<file path="src/logic/ctsl_consts.svh">
// Constants of the contactless tag control core
`ifndef CTSL_CONSTS_SVH
`define CTSL_CONSTS_SVH

// Settings block location and fields
`define CTSL_SYS_ADDR       8'hff
`define CTSL_SYS_RESET      32'hffff_ffff
`define CTSL_LOCK_LSB       5'h18
`define CTSL_BLK_PAIR_A     8'h07
`define CTSL_BLK_PAIR_B     8'h08
`define CTSL_BLK_SINGLE_LO  8'h09
`define CTSL_BLK_SINGLE_HI  8'h0f

// Character framing
`define CTSL_CHAR_LAST      4'h9
`define CTSL_MIN_FRAME      4'h3
`define CTSL_CRC_LEN        4'h2

// Frame check
`define CTSL_CRC_INIT       16'hffff
`define CTSL_CRC_POLY       16'h8408
`define CTSL_CRC_GOOD       16'hf0b8

// Command codes
`define CTSL_CMD_WAKE       8'h10
`define CTSL_CMD_POLL       8'h11
`define CTSL_CMD_ADV_LO     4'h6
`define CTSL_CMD_SELECT     8'h0e
`define CTSL_CMD_READ       8'h08
`define CTSL_CMD_WRITE      8'h09
`define CTSL_CMD_AUTH       8'h0a
`define CTSL_CMD_UID        8'h0b
`define CTSL_CMD_DONE       8'h0f

// Random source seed, any non-zero value
`define CTSL_LFSR_SEED      8'h5a

`endif

</file>
<file path="src/logic/ctsl_pkg.sv">
// Types shared by the contactless tag control core
`default_nettype none
package ctsl_pkg;

	typedef enum logic [2:0] {
		CTSL_READY       = 3'h0,
		CTSL_INVENTORY   = 3'h1,
		CTSL_SELECTED    = 3'h3,
		CTSL_DESELECTED  = 3'h2,
		CTSL_DEACTIVATED = 3'h6,
		CTSL_POWER_OFF   = 3'h4
	} ctsl_tag_state_e;

	typedef enum logic [1:0] {
		CTSL_IDLE = 2'h0,
		CTSL_MEM  = 2'h1,
		CTSL_TX   = 2'h3
	} ctsl_ctl_e;

	typedef struct packed {
		logic        we;
		logic [7:0]  addr;
		logic [31:0] wdata;
	} ctsl_mem_req_s;

	typedef struct packed {
		logic clk;
		logic data;
		logic frame;
	} ctsl_link_s;

endpackage : ctsl_pkg
`default_nettype wire

</file>
<file path="src/logic/ctsl_core.sv">
// Tag control core: link framing, state machine, locks, anticollision
//
// What this block does
// - Settings block write only clears bits
// - All-zero settings block refuses further updates
// - Lock bits 31..24 protect user blocks 7..15
// - Lock bits never return to one
// - Fixed identifier option disables random identifier
// - Characters are 10 bits, start bit first
// - Bad command or CRC: discard, no reply
// - Replies framed, end with two CRC bytes
// - No field, no response at all
// - Power-up: reset, random identifier, Ready, wake only
// - Wake enters Inventory; anticollision answered there
// - Matching select moves Inventory to Selected
// - Selected runs memory commands, ignores anticollision
// - Selected: other select deselects, completion deactivates
// - Deselected: only matching select returns to Selected
// - Deactivated ignores everything until power loss
// - Wake answered at once; poll has 16 slots
// - New random identifier in Ready and on wake
// - Slot number is identifier bits 3..0
// - Answer at most once per anticollision sequence
// - Poll draws new slot; zero slot answers
// - Slot advance answers only on matching slot
`timescale 1ns/1ps
`default_nettype none
`include "ctsl_consts.svh"
module ctsl_core
	import ctsl_pkg::*;
#(
	parameter logic        FIXED_ID_EN = 1'b0,
	parameter logic [31:0] SYS_INIT    = `CTSL_SYS_RESET,
	// Arbitrary value, no meaning
	parameter logic [63:0] UNIQUE_ID   = 64'h0123_4567_89ab_cdef,
	parameter int          FIFO_DEPTH  = 8
)
(
	input  wire logic            i_clk,
	input  wire logic            i_resetn,
	input  wire logic            i_field_ok,
	input  wire ctsl_link_s      i_link,
	output var  logic            o_link_tx,
	output var  logic            o_link_tx_frame,
	output var  logic            o_mem_req,
	output var  ctsl_mem_req_s   o_mem,
	input  wire logic            i_mem_ack,
	input  wire logic [31:0]     i_mem_rdata,
	output logic [2:0]           o_tag_state,
	output logic [7:0]           o_tag_session_identifier
);

	function automatic logic [15:0] crc_byte(input logic [15:0] c,
		input logic [7:0] d);
		logic [15:0] r;
		r = c ^ {8'h00, d};
		for (int i = 0; i < 8; i++)
			r = r[0] ? ((r >> 1) ^ `CTSL_CRC_POLY) : (r >> 1);
		return r;
	endfunction : crc_byte

	function automatic logic blk_locked(input logic [7:0] a,
		input logic [31:0] s);
		logic pair;
		logic single;
		pair   = (a == `CTSL_BLK_PAIR_A) | (a == `CTSL_BLK_PAIR_B);
		single = (a >= `CTSL_BLK_SINGLE_LO) & (a <= `CTSL_BLK_SINGLE_HI);
		return (pair & ~s[`CTSL_LOCK_LSB]) |
			(single & ~s[{2'b11, a[2:0]}]);
	endfunction : blk_locked

	ctsl_link_s      lk_s1;
	ctsl_link_s      lk_s2;
	ctsl_link_s      lk_s3;
	logic            fld_s1;
	logic            fld_s2;
	ctsl_tag_state_e tag_st;
	ctsl_tag_state_e next_tag_st;
	ctsl_ctl_e       ctl;
	logic [31:0]     sys;
	logic [7:0]      id;
	logic [7:0]      next_id;
	logic [7:0]      lfsr;
	logic            answered;
	logic [9:0]      rx_sh;
	logic [3:0]      rx_cnt;
	logic            rx_bad;
	logic [63:0]     rx_buf;
	logic [3:0]      rx_len;
	logic [15:0]     rx_crc;
	logic            pr_bad;
	logic            end_pend;
	logic [63:0]     tx_buf;
	logic [3:0]      tx_len;
	logic [3:0]      tx_idx;
	logic [3:0]      tx_bit;
	logic [9:0]      tx_sh;
	logic [15:0]     tx_crc;
	logic            f_in_ready;
	logic            f_out_valid;
	logic [7:0]      f_out_data;
	logic            f_pop;

	// Link pins come from the reader's clock; two flops before use
	always_ff @(posedge i_clk)
	begin
		if (!i_resetn)
		begin
			lk_s1  <= '0;
			lk_s2  <= '0;
			lk_s3  <= '0;
			fld_s1 <= 1'b0;
			fld_s2 <= 1'b0;
		end
		else
		begin
			lk_s1  <= i_link;
			lk_s2  <= lk_s1;
			lk_s3  <= lk_s2;
			fld_s1 <= i_field_ok;
			fld_s2 <= fld_s1;
		end
	end

	wire logic lk_rise = lk_s2.clk & ~lk_s3.clk;
	wire logic lk_fall = ~lk_s2.clk & lk_s3.clk;
	wire logic fr_rise = lk_s2.frame & ~lk_s3.frame;
	wire logic fr_fall = ~lk_s2.frame & lk_s3.frame;

	// Receive characters, start bit first, stop bit last
	wire logic [9:0] rx_next    = {lk_s2.data, rx_sh[9:1]};
	wire logic       rx_bit     = lk_rise & lk_s2.frame;
	wire logic       rx_char    = rx_bit & (rx_cnt == `CTSL_CHAR_LAST);
	wire logic       rx_char_ok = ~rx_next[0] & rx_next[9];
	wire logic       f_push     = rx_char & rx_char_ok;

	always_ff @(posedge i_clk)
	begin
		if (!i_resetn || fr_rise)
		begin
			rx_sh  <= '0;
			rx_cnt <= '0;
			rx_bad <= 1'b0;
		end
		else if (rx_bit)
		begin
			rx_sh  <= rx_next;
			rx_cnt <= rx_char ? 4'h0 : rx_cnt + 4'h1;
			// Air link cannot be stalled: a full FIFO spoils the frame
			if (rx_char && (!rx_char_ok || !f_in_ready))
				rx_bad <= 1'b1;
		end
	end

	ctsl_fifo #(
		.WIDTH (8),
		.DEPTH (FIFO_DEPTH)
	) u_fifo (
		.i_clk    (i_clk),
		.i_resetn (i_resetn),
		.i_valid  (f_push),
		.o_ready  (f_in_ready),
		.i_data   (rx_next[8:1]),
		.o_valid  (f_out_valid),
		.i_ready  (f_pop),
		.o_data   (f_out_data)
	);

	// Parser stalls while busy, so buffered bytes back up
	assign f_pop = f_out_valid & (ctl == CTSL_IDLE);
	wire logic frame_take = end_pend & ~f_out_valid & (ctl == CTSL_IDLE);
	wire logic crc_good   = (rx_crc == `CTSL_CRC_GOOD);
	wire logic frame_go   = frame_take & ~rx_bad & ~pr_bad & crc_good &
		(rx_len >= `CTSL_MIN_FRAME) & fld_s2 &
		(tag_st != CTSL_POWER_OFF);

	always_ff @(posedge i_clk)
	begin
		if (!i_resetn || frame_take)
		begin
			rx_len   <= '0;
			rx_crc   <= `CTSL_CRC_INIT;
			pr_bad   <= 1'b0;
			end_pend <= 1'b0;
		end
		else
		begin
			if (fr_fall)
				end_pend <= 1'b1;
			if (f_pop)
			begin
				rx_crc <= crc_byte(rx_crc, f_out_data);
				if (rx_len[3])
					pr_bad <= 1'b1;
				else
					rx_len <= rx_len + 4'h1;
			end
		end
	end

	always_ff @(posedge i_clk)
	begin
		if (f_pop && !rx_len[3])
			rx_buf[{rx_len[2:0], 3'h0} +: 8] <= f_out_data;
	end

	// Command decode; unknown codes match nothing and are dropped
	wire logic [7:0]  cmd      = rx_buf[7:0];
	wire logic [7:0]  arg      = rx_buf[15:8];
	wire logic [3:0]  plen     = rx_len - `CTSL_CRC_LEN;
	wire logic [31:0] wdata    = rx_buf[47:16];
	wire logic        is_wake  = (cmd == `CTSL_CMD_WAKE);
	wire logic        is_poll  = (cmd == `CTSL_CMD_POLL);
	wire logic        is_adv   = (cmd[3:0] == `CTSL_CMD_ADV_LO);
	wire logic        is_sel   = (cmd == `CTSL_CMD_SELECT) & (plen >= 4'h2);
	wire logic        is_read  = (cmd == `CTSL_CMD_READ) & (plen >= 4'h2);
	wire logic        is_write = (cmd == `CTSL_CMD_WRITE) & (plen == 4'h6);
	wire logic        is_uid   = (cmd == `CTSL_CMD_UID);
	wire logic        is_done  = (cmd == `CTSL_CMD_DONE);
	wire logic        id_match = (arg == id);
	wire logic        to_sys   = (arg == `CTSL_SYS_ADDR);
	wire logic        in_ready = (tag_st == CTSL_READY);
	wire logic        in_inv   = (tag_st == CTSL_INVENTORY);
	wire logic        in_sel   = (tag_st == CTSL_SELECTED);
	wire logic        locked   = blk_locked(arg, sys);

	wire logic ans_wake = frame_go & is_wake & (in_ready | in_inv);
	wire logic ans_poll = frame_go & in_inv & is_poll & ~answered &
		(next_id[3:0] == 4'h0);
	wire logic ans_adv  = frame_go & in_inv & is_adv & ~answered &
		(cmd[7:4] == id[3:0]);
	wire logic ans_sel  = frame_go & is_sel & id_match &
		(in_inv | in_sel | (tag_st == CTSL_DESELECTED));
	wire logic go_uid   = frame_go & in_sel & is_uid;
	wire logic go_sysrd = frame_go & in_sel & is_read & to_sys;
	wire logic go_memrd = frame_go & in_sel & is_read & ~to_sys;
	wire logic go_memwr = frame_go & in_sel & is_write & ~to_sys &
		~locked;
	wire logic go_syswr = frame_go & in_sel & is_write & to_sys &
		(sys != 32'h0000_0000);
	wire logic go_id    = ans_wake | ans_poll | ans_adv | ans_sel;

	wire logic [63:0] ld_data = go_uid ? UNIQUE_ID :
		go_sysrd ? {32'h0000_0000, sys} : {56'h0, next_id};
	wire logic [3:0]  ld_len  = go_uid ? 4'h8 : go_sysrd ? 4'h4 : 4'h1;

	always_comb
	begin
		next_tag_st = tag_st;
		if (!fld_s2)
			next_tag_st = CTSL_POWER_OFF;
		else if (tag_st == CTSL_POWER_OFF)
			next_tag_st = CTSL_READY;
		else if (frame_go)
		begin
			case (tag_st)
				CTSL_READY:
					if (is_wake)
						next_tag_st = CTSL_INVENTORY;
				CTSL_INVENTORY:
					if (is_sel && id_match)
						next_tag_st = CTSL_SELECTED;
				CTSL_SELECTED:
					if (is_sel && !id_match)
						next_tag_st = CTSL_DESELECTED;
					else if (is_done)
						next_tag_st = CTSL_DEACTIVATED;
				CTSL_DESELECTED:
					if (is_sel && id_match)
						next_tag_st = CTSL_SELECTED;
				CTSL_DEACTIVATED:
					next_tag_st = CTSL_DEACTIVATED;
				default:
					next_tag_st = CTSL_READY;
			endcase
		end
	end

	always_comb
	begin
		next_id = id;
		if (FIXED_ID_EN)
			next_id = sys[7:0];
		else if (in_ready)
			next_id = lfsr;
		else if (frame_go && in_inv && is_wake)
			next_id = lfsr;
		else if (frame_go && in_inv && is_poll)
			next_id = {id[7:4], lfsr[3:0]};
	end

	// Free-running source; reader timing gives the spread between tags
	always_ff @(posedge i_clk)
	begin
		if (!i_resetn)
		begin
			lfsr     <= `CTSL_LFSR_SEED;
			tag_st   <= CTSL_READY;
			id       <= `CTSL_LFSR_SEED;
			answered <= 1'b0;
		end
		else
		begin
			lfsr     <= {lfsr[6:0], lfsr[7] ^ lfsr[5] ^ lfsr[4] ^ lfsr[3]};
			tag_st   <= next_tag_st;
			id       <= next_id;
			if (ans_wake || !fld_s2)
				answered <= 1'b0;
			if (ans_poll || ans_adv)
				answered <= 1'b1;
		end
	end

	// Stands in for the one-time cells, loaded at power-up
	always_ff @(posedge i_clk)
	begin
		if (!i_resetn)
			sys <= SYS_INIT;
		else if (go_syswr)
			sys <= sys & wdata;
	end

	// Memory access and reply transmission
	wire logic [7:0] tx_byte = (tx_idx < tx_len) ?
		tx_buf[{tx_idx[2:0], 3'h0} +: 8] :
		(tx_idx == tx_len) ? ~tx_crc[7:0] : ~tx_crc[15:8];
	wire logic tx_done = (tx_idx == tx_len + `CTSL_CRC_LEN);
	wire logic tx_step = (ctl == CTSL_TX) & lk_fall;

	always_ff @(posedge i_clk)
	begin
		if (!i_resetn || !fld_s2)
		begin
			ctl             <= CTSL_IDLE;
			o_link_tx       <= 1'b1;
			o_link_tx_frame <= 1'b0;
			o_mem_req       <= 1'b0;
			o_mem           <= '0;
			tx_buf          <= '0;
			tx_len          <= '0;
			tx_idx          <= '0;
			tx_bit          <= '0;
			tx_sh           <= '1;
			tx_crc          <= `CTSL_CRC_INIT;
		end
		else
		begin
			case (ctl)
				CTSL_IDLE:
					if (go_id || go_uid || go_sysrd)
					begin
						tx_buf          <= ld_data;
						tx_len          <= ld_len;
						tx_idx          <= 4'h0;
						tx_bit          <= `CTSL_CHAR_LAST;
						tx_crc          <= `CTSL_CRC_INIT;
						o_link_tx_frame <= 1'b1;
						ctl             <= CTSL_TX;
					end
					else if (go_memrd || go_memwr)
					begin
						o_mem_req <= 1'b1;
						o_mem     <= '{we: go_memwr, addr: arg, wdata: wdata};
						ctl       <= CTSL_MEM;
					end
				CTSL_MEM:
					if (i_mem_ack)
					begin
						o_mem_req <= 1'b0;
						if (o_mem.we)
							ctl <= CTSL_IDLE;
						else
						begin
							tx_buf          <= {32'h0000_0000, i_mem_rdata};
							tx_len          <= 4'h4;
							tx_idx          <= 4'h0;
							tx_bit          <= `CTSL_CHAR_LAST;
							tx_crc          <= `CTSL_CRC_INIT;
							o_link_tx_frame <= 1'b1;
							ctl             <= CTSL_TX;
						end
					end
				CTSL_TX:
					if (tx_step)
					begin
						if (tx_bit != `CTSL_CHAR_LAST)
						begin
							o_link_tx <= tx_sh[tx_bit + 4'h1];
							tx_bit    <= tx_bit + 4'h1;
						end
						else if (tx_done)
						begin
							o_link_tx       <= 1'b1;
							o_link_tx_frame <= 1'b0;
							ctl             <= CTSL_IDLE;
						end
						else
						begin
							tx_sh     <= {1'b1, tx_byte, 1'b0};
							o_link_tx <= 1'b0;
							tx_bit    <= 4'h0;
							tx_idx    <= tx_idx + 4'h1;
							if (tx_idx < tx_len)
								tx_crc <= crc_byte(tx_crc, tx_byte);
						end
					end
				default:
					ctl <= CTSL_IDLE;
			endcase
		end
	end

	assign o_tag_state              = tag_st;
	assign o_tag_session_identifier = id;

	a_wake_to_inv: assert property (@(posedge i_clk)
		disable iff (!i_resetn)
		frame_go && in_ready && is_wake && fld_s2 |=>
		tag_st == CTSL_INVENTORY)
		else $error("wake in ready did not reach inventory");

	a_ready_ignores: assert property (@(posedge i_clk)
		disable iff (!i_resetn)
		frame_go && in_ready && !is_wake && fld_s2 |=>
		tag_st == CTSL_READY && ctl == CTSL_IDLE)
		else $error("ready state acted on a non-wake command");

	a_select_match: assert property (@(posedge i_clk)
		disable iff (!i_resetn)
		frame_go && in_inv && is_sel && id_match && fld_s2 |=>
		tag_st == CTSL_SELECTED)
		else $error("matching select left tag unselected");

	a_deact_holds: assert property (@(posedge i_clk)
		disable iff (!i_resetn)
		tag_st == CTSL_DEACTIVATED && fld_s2 |=>
		tag_st == CTSL_DEACTIVATED && !o_link_tx_frame)
		else $error("deactivated tag changed state or answered");

	a_lock_monotone: assert property (@(posedge i_clk)
		disable iff (!i_resetn)
		1'b1 |=> (sys & ~$past(sys)) == 32'h0000_0000)
		else $error("settings bit returned from zero to one");

	a_bad_silent: assert property (@(posedge i_clk)
		disable iff (!i_resetn)
		frame_take && !crc_good |=> ctl == CTSL_IDLE ##1
		ctl == CTSL_IDLE && !o_link_tx_frame)
		else $error("frame with bad check caused activity");

	a_field_silent: assert property (@(posedge i_clk)
		disable iff (!i_resetn)
		!fld_s2 |=> !o_link_tx_frame && !o_mem_req &&
		tag_st == CTSL_POWER_OFF)
		else $error("tag active without field");

	a_answer_once: assert property (@(posedge i_clk)
		disable iff (!i_resetn)
		frame_go && answered && in_inv && (is_poll || is_adv) |=>
		ctl == CTSL_IDLE)
		else $error("tag answered twice in one sequence");

	a_adv_match: assert property (@(posedge i_clk)
		disable iff (!i_resetn)
		frame_go && in_inv && is_adv && fld_s2 |=>
		(ctl == CTSL_TX) == ($past(!answered) &&
		$past(cmd[7:4]) == $past(id[3:0])))
		else $error("slot advance answer does not follow slot match");

	a_no_locked_write: assert property (@(posedge i_clk)
		disable iff (!i_resetn)
		$rose(o_mem_req) && o_mem.we |->
		!blk_locked(o_mem.addr, sys))
		else $error("write issued to a protected block");

endmodule : ctsl_core
`default_nettype wire

</file>
<file path="src/logic/ctsl_fifo.sv">
// Byte FIFO between link receiver and frame parser
`timescale 1ns/1ps
`default_nettype none
module ctsl_fifo
	import ctsl_pkg::*;
#(
	parameter int WIDTH = 8,
	parameter int DEPTH = 8
)
(
	input  wire logic             i_clk,
	input  wire logic             i_resetn,
	input  wire logic             i_valid,
	output logic                  o_ready,
	input  wire logic [WIDTH-1:0] i_data,
	output logic                  o_valid,
	input  wire logic             i_ready,
	output logic      [WIDTH-1:0] o_data
);
	// DEPTH must be a power of two: pointers wrap by overflow
	localparam int AW = $clog2(DEPTH);

	logic [WIDTH-1:0] mem [0:DEPTH-1];
	logic [AW:0]      wr_ptr;
	logic [AW:0]      rd_ptr;

	wire logic full  = (wr_ptr[AW] != rd_ptr[AW]) &&
		(wr_ptr[AW-1:0] == rd_ptr[AW-1:0]);
	wire logic empty = (wr_ptr == rd_ptr);
	wire logic push  = i_valid & ~full;
	wire logic pop   = ~empty & i_ready;

	assign o_ready = ~full;
	assign o_valid = ~empty;
	assign o_data  = mem[rd_ptr[AW-1:0]];

	always_ff @(posedge i_clk)
	begin
		if (!i_resetn)
		begin
			wr_ptr <= '0;
			rd_ptr <= '0;
		end
		else
		begin
			if (push)
				wr_ptr <= wr_ptr + 1'b1;
			if (pop)
				rd_ptr <= rd_ptr + 1'b1;
		end
	end

	always_ff @(posedge i_clk)
	begin
		if (push)
			mem[wr_ptr[AW-1:0]] <= i_data;
	end

endmodule : ctsl_fifo
`default_nettype wire

</file>
<file path="config.mk">
export PLATFORM = sky130hd
export DESIGN_NAME = ctsl_core
export DESIGN_NICKNAME = d
export VERILOG_FILES = /design/src/logic/ctsl_pkg.sv /design/src/logic/ctsl_core.sv /design/src/logic/ctsl_fifo.sv
export VERILOG_INCLUDE_DIRS = /design/src /design/src/logic
export SDC_FILE = /design/constraint.sdc
export NUM_CORES = 1
export LEC_CHECK = 0
export ABC_CLOCK_PERIOD_IN_PS = 4800
export BUFFER_PORTS_ARGS = -buffer_cell sky130_fd_sc_hd__buf_2
export CORE_MARGIN = 2
export CORE_UTILIZATION = 28
export CTS_BUF_LIST = sky130_fd_sc_hd__clkbuf_8
export CTS_CLUSTER_DIAMETER = 120
export DETAILED_ROUTE_END_ITERATION = 8
export HOLD_SLACK_MARGIN = 0.03
export SLEW_MARGIN = 20
export SYNTH_ARGS = -nofsm -noshare
export SYNTH_HDL_FRONTEND = slang
export SYNTH_SLANG_ARGS = --single-unit
</file>
<file path="constraint.sdc">
create_clock -name i_clk -period 4.8 [get_ports i_clk]
set_clock_uncertainty 0.05 [all_clocks]
set_input_delay 0 -clock i_clk [delete_from_list [all_inputs] [get_ports i_clk]]
set_output_delay 0 -clock i_clk [all_outputs]
set_load 0.005 [all_outputs]
</file>
==> results of run 1 <==
-- worst max-delay path, stage by stage (launching register included) --
cell	delay (ps)
dfxtp_1	520
xnor2_2	180
nand4b_1	280
nor4_2	350
buf_4	270
and2_1	220
or4b_1	900
o21ai_0	350
nand2_1	70
-- metrics by stage --
stage / util, % / hold WS [ps] / worst slack [ps] / instances
after floorplan: - / 45.6 / 2070 / 1462
after global placement: 30.5 / 167 / 1560 / 2175
after detailed placement: 30.5 / 167 / 1520 / 2175
after CTS: 33.5 / 41.0 / 1430 / 2314
after global routing: 33.5 / 76.4 / 1180 / 2314
final: 33.5 / 66.8 / 1410 / 2314
-- cell type report --
type / instances / area [um2]
fill: 5271 / 34100
inverter: 18 / 67.6
sequential: 335 / 7830
clock inverter: 39 / 300
clock buffer: 62 / 853
timing repair buffer: 154 / 1020
tap: 680 / 851
multi-input combinational: 1026 / 6290
-- power breakdown --
part | internal (mW) | switching (mW) | leakage, nW
Clock | 1.42 | 1.20 | 0.653
Combinational | 0.242 | 0.304 | 2.56
Sequential | 3.00 | 0.0938 | 2.87
Total | 4.66 | 1.59 | 6.08
-- registers in the layout (all words and copies together), names as in the netlist, 8 cells and up, named ones only --
register and flops:
rx_crc 16, tx_buf 33, sys 32, rx_buf 48, tx_crc 16, tx_sh 9, lfsr 8, rx_sh 9
u_fifo.mem 64, o_mem 41, o_tag_session_identifier 8
-- cell families (layout without fill, tap and decap cells) --
group,count (synthesis),count (layout)
and+or+nand+nor,575,575
muxes,49,49
adders and majority gates,16,16
buffers and inverters,101,273
DFF,335,335
xor gates and xnor gates,71,71
AOI/OAI and AO/OA,315,315
-- layout by cell type (no fill, tap or decap), types with 22 or more instances in the layout --
master         count
a21oi_1           99
a31oi_1           25
and2_1            26
buf_2             93
buf_4             23
clkbuf_8          62
dfxtp_1          223
dlygate4sd3_1     38
edfxtp_1         112
inv_1             33
mux2i_1           22
mux4_2            26
nand2_1          268
nand3_1           27
nor2_1           121
nor3_1            23
o21ai_0           59
o21ai_1           30
xnor2_1           46
xor2_1            24
-- metal layers --
metal  up-vias  routed length (um)  track usage, %
met4         0                1050            4.85
li1       5489                   -               -
met5         -                   0               0
met2       362               19500            25.0
met1      5531               18300            19.5
met3        72                2570            3.25
-- final timing paths --
| path | from | to | slack [ps] | depth (start not counted) |
|---|---|---|---|---|
| worst min register to register | lk_s1[2]$_SDFF_PN0_ | lk_s2[2]$_SDFF_PN0_ | 380 | 1 |
| worst min-delay path | i_link[0] | lk_s1[0]$_SDFF_PN0_ | 70 | 3 |
| worst max-delay path | u_fifo.wr_ptr[0]$_SDFFE_PN0P_ | sys[12]$_SDFFE_PN1P_ | 1410 | 8 |
| worst max register to register | u_fifo.wr_ptr[0]$_SDFFE_PN0P_ | sys[12]$_SDFFE_PN1P_ | 1410 | 8 |
-- repair_timing --
action,in CTS,in global routing
resized for setup,0,0
hold buffers,38,0
endpoints found under the hold margin,75,0
==> flow_summary.ini, run 1 <==
[die]
die-width_um = 232
core_area_um2 = 51300
start_util_pct = 28.3
die-area_um2 = 53700
ios = 94
die_h_um = 232
rows = 83

[clocking]
cts_tree = yes
clkTransAtPathRegs_ps = 60
insertion_delay_ps = 650
postCtsSetupBuffers = 0
root_buffer = clkbuf_8
cts_buffers = 54
cts_buffer_depth = 3
htreeDepth = 2
clock_sinks = 335

[yosys]
synthCells = 1462
synthFlopType = dfxtp_1
yosysTopAreaCell = dfxtp_1
synth_seq_area_share_pct = 53.9
ys_ff_latch = 335
synthesis.nets = 1517
synthSimpleGateAreaFrac_pct = 18.5
synth_area_leaders = dfxtp_1, edfxtp_1, nand2_1
synth_common_cells = nand2_1, dfxtp_1, nor2_1
synth.most_common_cell = nand2_1
synthAdderAreaFrac_pct = 1.38
synth_top_cell_area_share_pct = 30.7
synthDistinctLibCells = 75
syn-mean-instance-area_um2 = 9.94
synth-edff-count = 112
synth-compound-area-share_pct = 13.4
synth_top_family_by_area = simple AND/OR/NAND/NOR gates
yosys_warnings = 0
syn_area_um2 = 14500
async_reset_ff_share_pct = 0
synthMuxAreaShare_pct = 5.64
synthXorXnorAreaFrac_pct = 4.33

[run_status]
status = completed

[routing]
drt_pass1_iterations = 6
viasPerCell = 4.95
vias = 11454
wirelength_um = 41400
ant_nets = 0
drc_errors = 0
wl_per_cell_um = 17.9
drt_iter0_markers = 976

[power_and_ir_drop]
ir_drop_mv = 0.209
power_leakage_nw = 6.08
total_power_mw = 6.26
p_per_area_nw_per_um2 = 364

[global_routing]
track_usage_pct = 15.1
grt_pass1_vias = 11154
grt_overflow_total = 0
grt_first_pass_wirelength_um = 63600
antenna_found_initial = 0
grt_start_max_net_pins = 87

[critical_path]
cp_data_arrival_time_ps = 3810
cp-end-kind = flip-flop
start_kind = flip-flop
crit_fanout = 32
path_class = flip-flop to flip-flop
required_ps = 5220

[finish]
nNetsFinal = 1644
diodes = 0
fin_area_um2 = 17200
syn2layout_area_growth_pct = 18.4
drive_gt1_share_pct = 15.6

[sta]
tightest_slew_ps = 1110
min_period_ps = 3390
slew_violations = 0
finalSetupViolCount = 0
rsz0062_at_grt = false
fmax_mhz = 295
setup_tns_ps = 0
report.final.hold_viol_count = 0
min_period_over_period_pct = 70.6
slew_headroom_pct = 23.9

[run]
drv_cap = 0

[placement]
gp_congestion = 0.869
hpwl_um = 29100
portBuffers = 93
placed_area_um2 = 15700

[worst_hold_path]
min-delay-path-class = input pin to flip-flop
Power figures use the tool's default switching activity.
==> run 2: changes to the inputs <==
--- a/config.mk
+++ b/config.mk
@@ -6,7 +6,7 @@
 export SDC_FILE = /design/constraint.sdc
 export NUM_CORES = 1
 export LEC_CHECK = 0
-export ABC_CLOCK_PERIOD_IN_PS = 4800
+export ABC_CLOCK_PERIOD_IN_PS = 2900
 export BUFFER_PORTS_ARGS = -buffer_cell sky130_fd_sc_hd__buf_2
 export CORE_MARGIN = 2
 export CORE_UTILIZATION = 28
==> constraint.sdc (replaced) <==
create_clock -name i_clk -period 2.9 [get_ports i_clk]
set_clock_uncertainty 0.05 [all_clocks]
set_input_delay 0 -clock i_clk [delete_from_list [all_inputs] [get_ports i_clk]]
set_output_delay 0 -clock i_clk [all_outputs]
set_load 0.005 [all_outputs]
==> run 2 against run 1 <==
Effect of this change:
- sequential power rose by 65%
- critical path depth did not move
- register-to-register slack got worse by 1300 ps
- clock power rose by 60%
- combinational power rose by 77%
- cell area rose by 3.9%
- die area did not move
- maximum frequency rose by 22%
- worst setup slack got worse by 1300 ps
- power rose by 64%
- via count rose by 2.2%
- global-route usage rose by 0.49 points
- largest cell class unchanged
- largest power group unchanged
==> flow_summary.ini, run 2 (same netlist as run 1, synthesis figures left out) <==
[routing]
viasPerCell = 4.93
wirelength_um = 42200
vias = 11703
wl_per_cell_um = 17.8
drt_pass1_iterations = 5
drc_errors = 0
ant_nets = 0
drt_iter0_markers = 871

[finish]
largest_reg_flops = 64
nFillCells = 5242
drive_gt1_share_pct = 19.3
fin_area_um2 = 17900
multi_input_area_um2 = 6440
diodes = 0
mostFrequentLayoutCells = nand2_1, dfxtp_1, nor2_1, edfxtp_1, a21oi_1
seq_area_um2 = 7830
mostFrequentLayoutCell = nand2_1
syn2layout_area_growth_pct = 22.9
nNetsFinal = 1704

[die]
die-area_um2 = 53700
die-width_um = 232
core_area_um2 = 51300
die_h_um = 232
ios = 94
rows = 83
start_util_pct = 28.3

[worst_hold_path]
whs_path_depth = 3
hold_start = i_link[0]
holdPathEnd = lk_s1[0]$_SDFF_PN0_
min-delay-path-class = input pin to flip-flop

[power_and_ir_drop]
intPower_mw = 7.60
p_sw_mw = 2.65
p_per_area_nw_per_um2 = 574
pwr-share-comb_pct = 9.4
power_leakage_nw = 6.48
ir_drop_mv = 0.476
p_clk_share_pct = 40.7
switching_share_pct = 25.9
pwr-share-seq_pct = 49.8

[global_routing]
grt_pass1_vias = 11407
track_usage_pct = 15.6
use_met3_pct = 2.70
use_met2_pct = 25.3
grt_start_max_net_pins = 72
met1_usage_pct = 20.9
grt_overflow_total = 0
grt_busiest_layer = met2
grt_first_pass_wirelength_um = 65600
antenna_found_initial = 0

[critical_path]
crit_family = simple AND/OR/NAND/NOR gates
cp_cell_sequence = or4b_1, or4_4, nor3_4, a211oi_4, o2111ai_2, o221a_4, nand3_4, o32a_1
reg2regPathDepth = 8
path_class = flip-flop to flip-flop
worst_path_largest_cell_delay_ps = 500
start_kind = flip-flop
crit_fanout = 7
reg2reg_slack_ps = 110
slowest_stage = or4b_1
worstReg2RegEnd = tx_crc[8]$_SDFFE_PP1P_
cp-end-kind = flip-flop
reg2reg_from = rx_buf[3]$_DFFE_PP_
crit_buf_inv = 0
cp_data_arrival_time_ps = 3270
required_ps = 3380

[clocking]
insertion_delay_ps = 660
cts_buffer_depth = 3
cts_buffers = 55
clock_sinks = 335
clkTransAtPathRegs_ps = 70
htreeDepth = 2
root_buffer = clkbuf_8
cts_tree = yes

[sta]
setup_tns_ps = 0
slew_violations = 0
min_period_ps = 2790
finalSetupViolCount = 0
rsz0062_at_grt = true
slew_headroom_pct = 32.1
report.final.hold_viol_count = 0
fmax_mhz = 359
min_period_over_period_pct = 96.1
holdWs_ps = 68.4
tightest_slew_ps = 1010

[run_status]
status = completed

[placement]
hpwl_um = 30300
gp_congestion = 0.859
portBuffers = 93
placed_area_um2 = 16200

[run]
drv_cap = 0
-- run 2: cell types whose count changed in the layout (fill, tap and decap cells not counted), moves of 3 or more --
cell,before,now
inv_1,33,45
clkinv_2,10,5
a211oi_1,16,12
o21ai_1,30,33
buf_12,0,7
buf_4,23,72
a211oi_2,1,4
o21ai_0,59,56
-- run 2: power groups by stage --
stage                     clock (mW)  combinational, mW  sequential [mW]
final                           4.18              0.966             5.11
after global routing            4.47               1.07             5.12
after CTS                       4.27              0.960             5.10
after detailed placement           0              0.914             5.20
after global placement             0              0.902             5.20
after floorplan                    0              0.692             5.16
-- run 2: through the flow --
| step | setup slack, ps | power, mW | utilization [%] | instances |
|---|---|---|---|---|
| global route | -33.2 | 10.7 | 34.8 | 2376 |
| global placement | 161 | 6.10 | 31.5 | 2232 |
| CTS | 76.3 | 10.3 | 34.5 | 2376 |
| floorplan | 171 | 5.85 | - | 1462 |
| finish | 113 | 10.3 | 34.8 | 2376 |
| detailed placement | 107 | 6.12 | 31.5 | 2232 |
-- run 2: cell type report --
cell class	instances	area share, %
Clock buffer	64	4.93
Clock inverter	40	1.35
Inverter	18	0.378
Multi-Input combinational cell	1026	36.0
Sequential cell	335	43.8
Tap cell	680	4.76
Timing Repair Buffer	213	8.72
-- run 2: what timing repair did --
action	4_1_cts	5_1_grt
gates resized for setup	0	32
hold buffers	40	0
endpoints found under the hold margin	91	0
endpoints found under the setup margin	0	121
setup buffers	0	0
-- run 2: worst max path at each step --
stage                                              from                      end  slack [ps]  cells past startpoint
final                               rx_buf[3]$_DFFE_PP_   tx_crc[8]$_SDFFE_PP1P_         110                      8
after global routing             rx_len[0]$_SDFFE_PP0P_   o_mem[37]$_SDFFE_PP0P_         -30                     11
after CTS                 u_fifo.wr_ptr[2]$_SDFFE_PN0P_     sys[18]$_SDFFE_PN1P_          80                      8
after detailed placement        tx_buf[53]$_SDFFE_PP0P_   tx_crc[2]$_SDFFE_PP1P_         110                     11
after global placement              rx_buf[3]$_DFFE_PP_   tx_crc[8]$_SDFFE_PP1P_         160                      8
after floorplan                  rx_len[0]$_SDFFE_PP0P_  tx_crc[10]$_SDFFE_PP1P_         170                     12
-- run 2: worst register-to-register path: stages (launching register included) --
cell	delay, ps
edfxtp_1	420
or4b_1	500
or4_4	500
nor3_4	190
a211oi_4	90
o2111ai_2	280
o221a_4	280
nand3_4	130
o32a_1	220
-- run 2: routing by layer --
layer	share of wire, %	wire length [um]	vias to the layer above
li1	-	-	5592
met1	45	19100	5669
met2	47	19800	368
met3	5.5	2340	74
met4	2.5	1060	0
met5	0	0	-
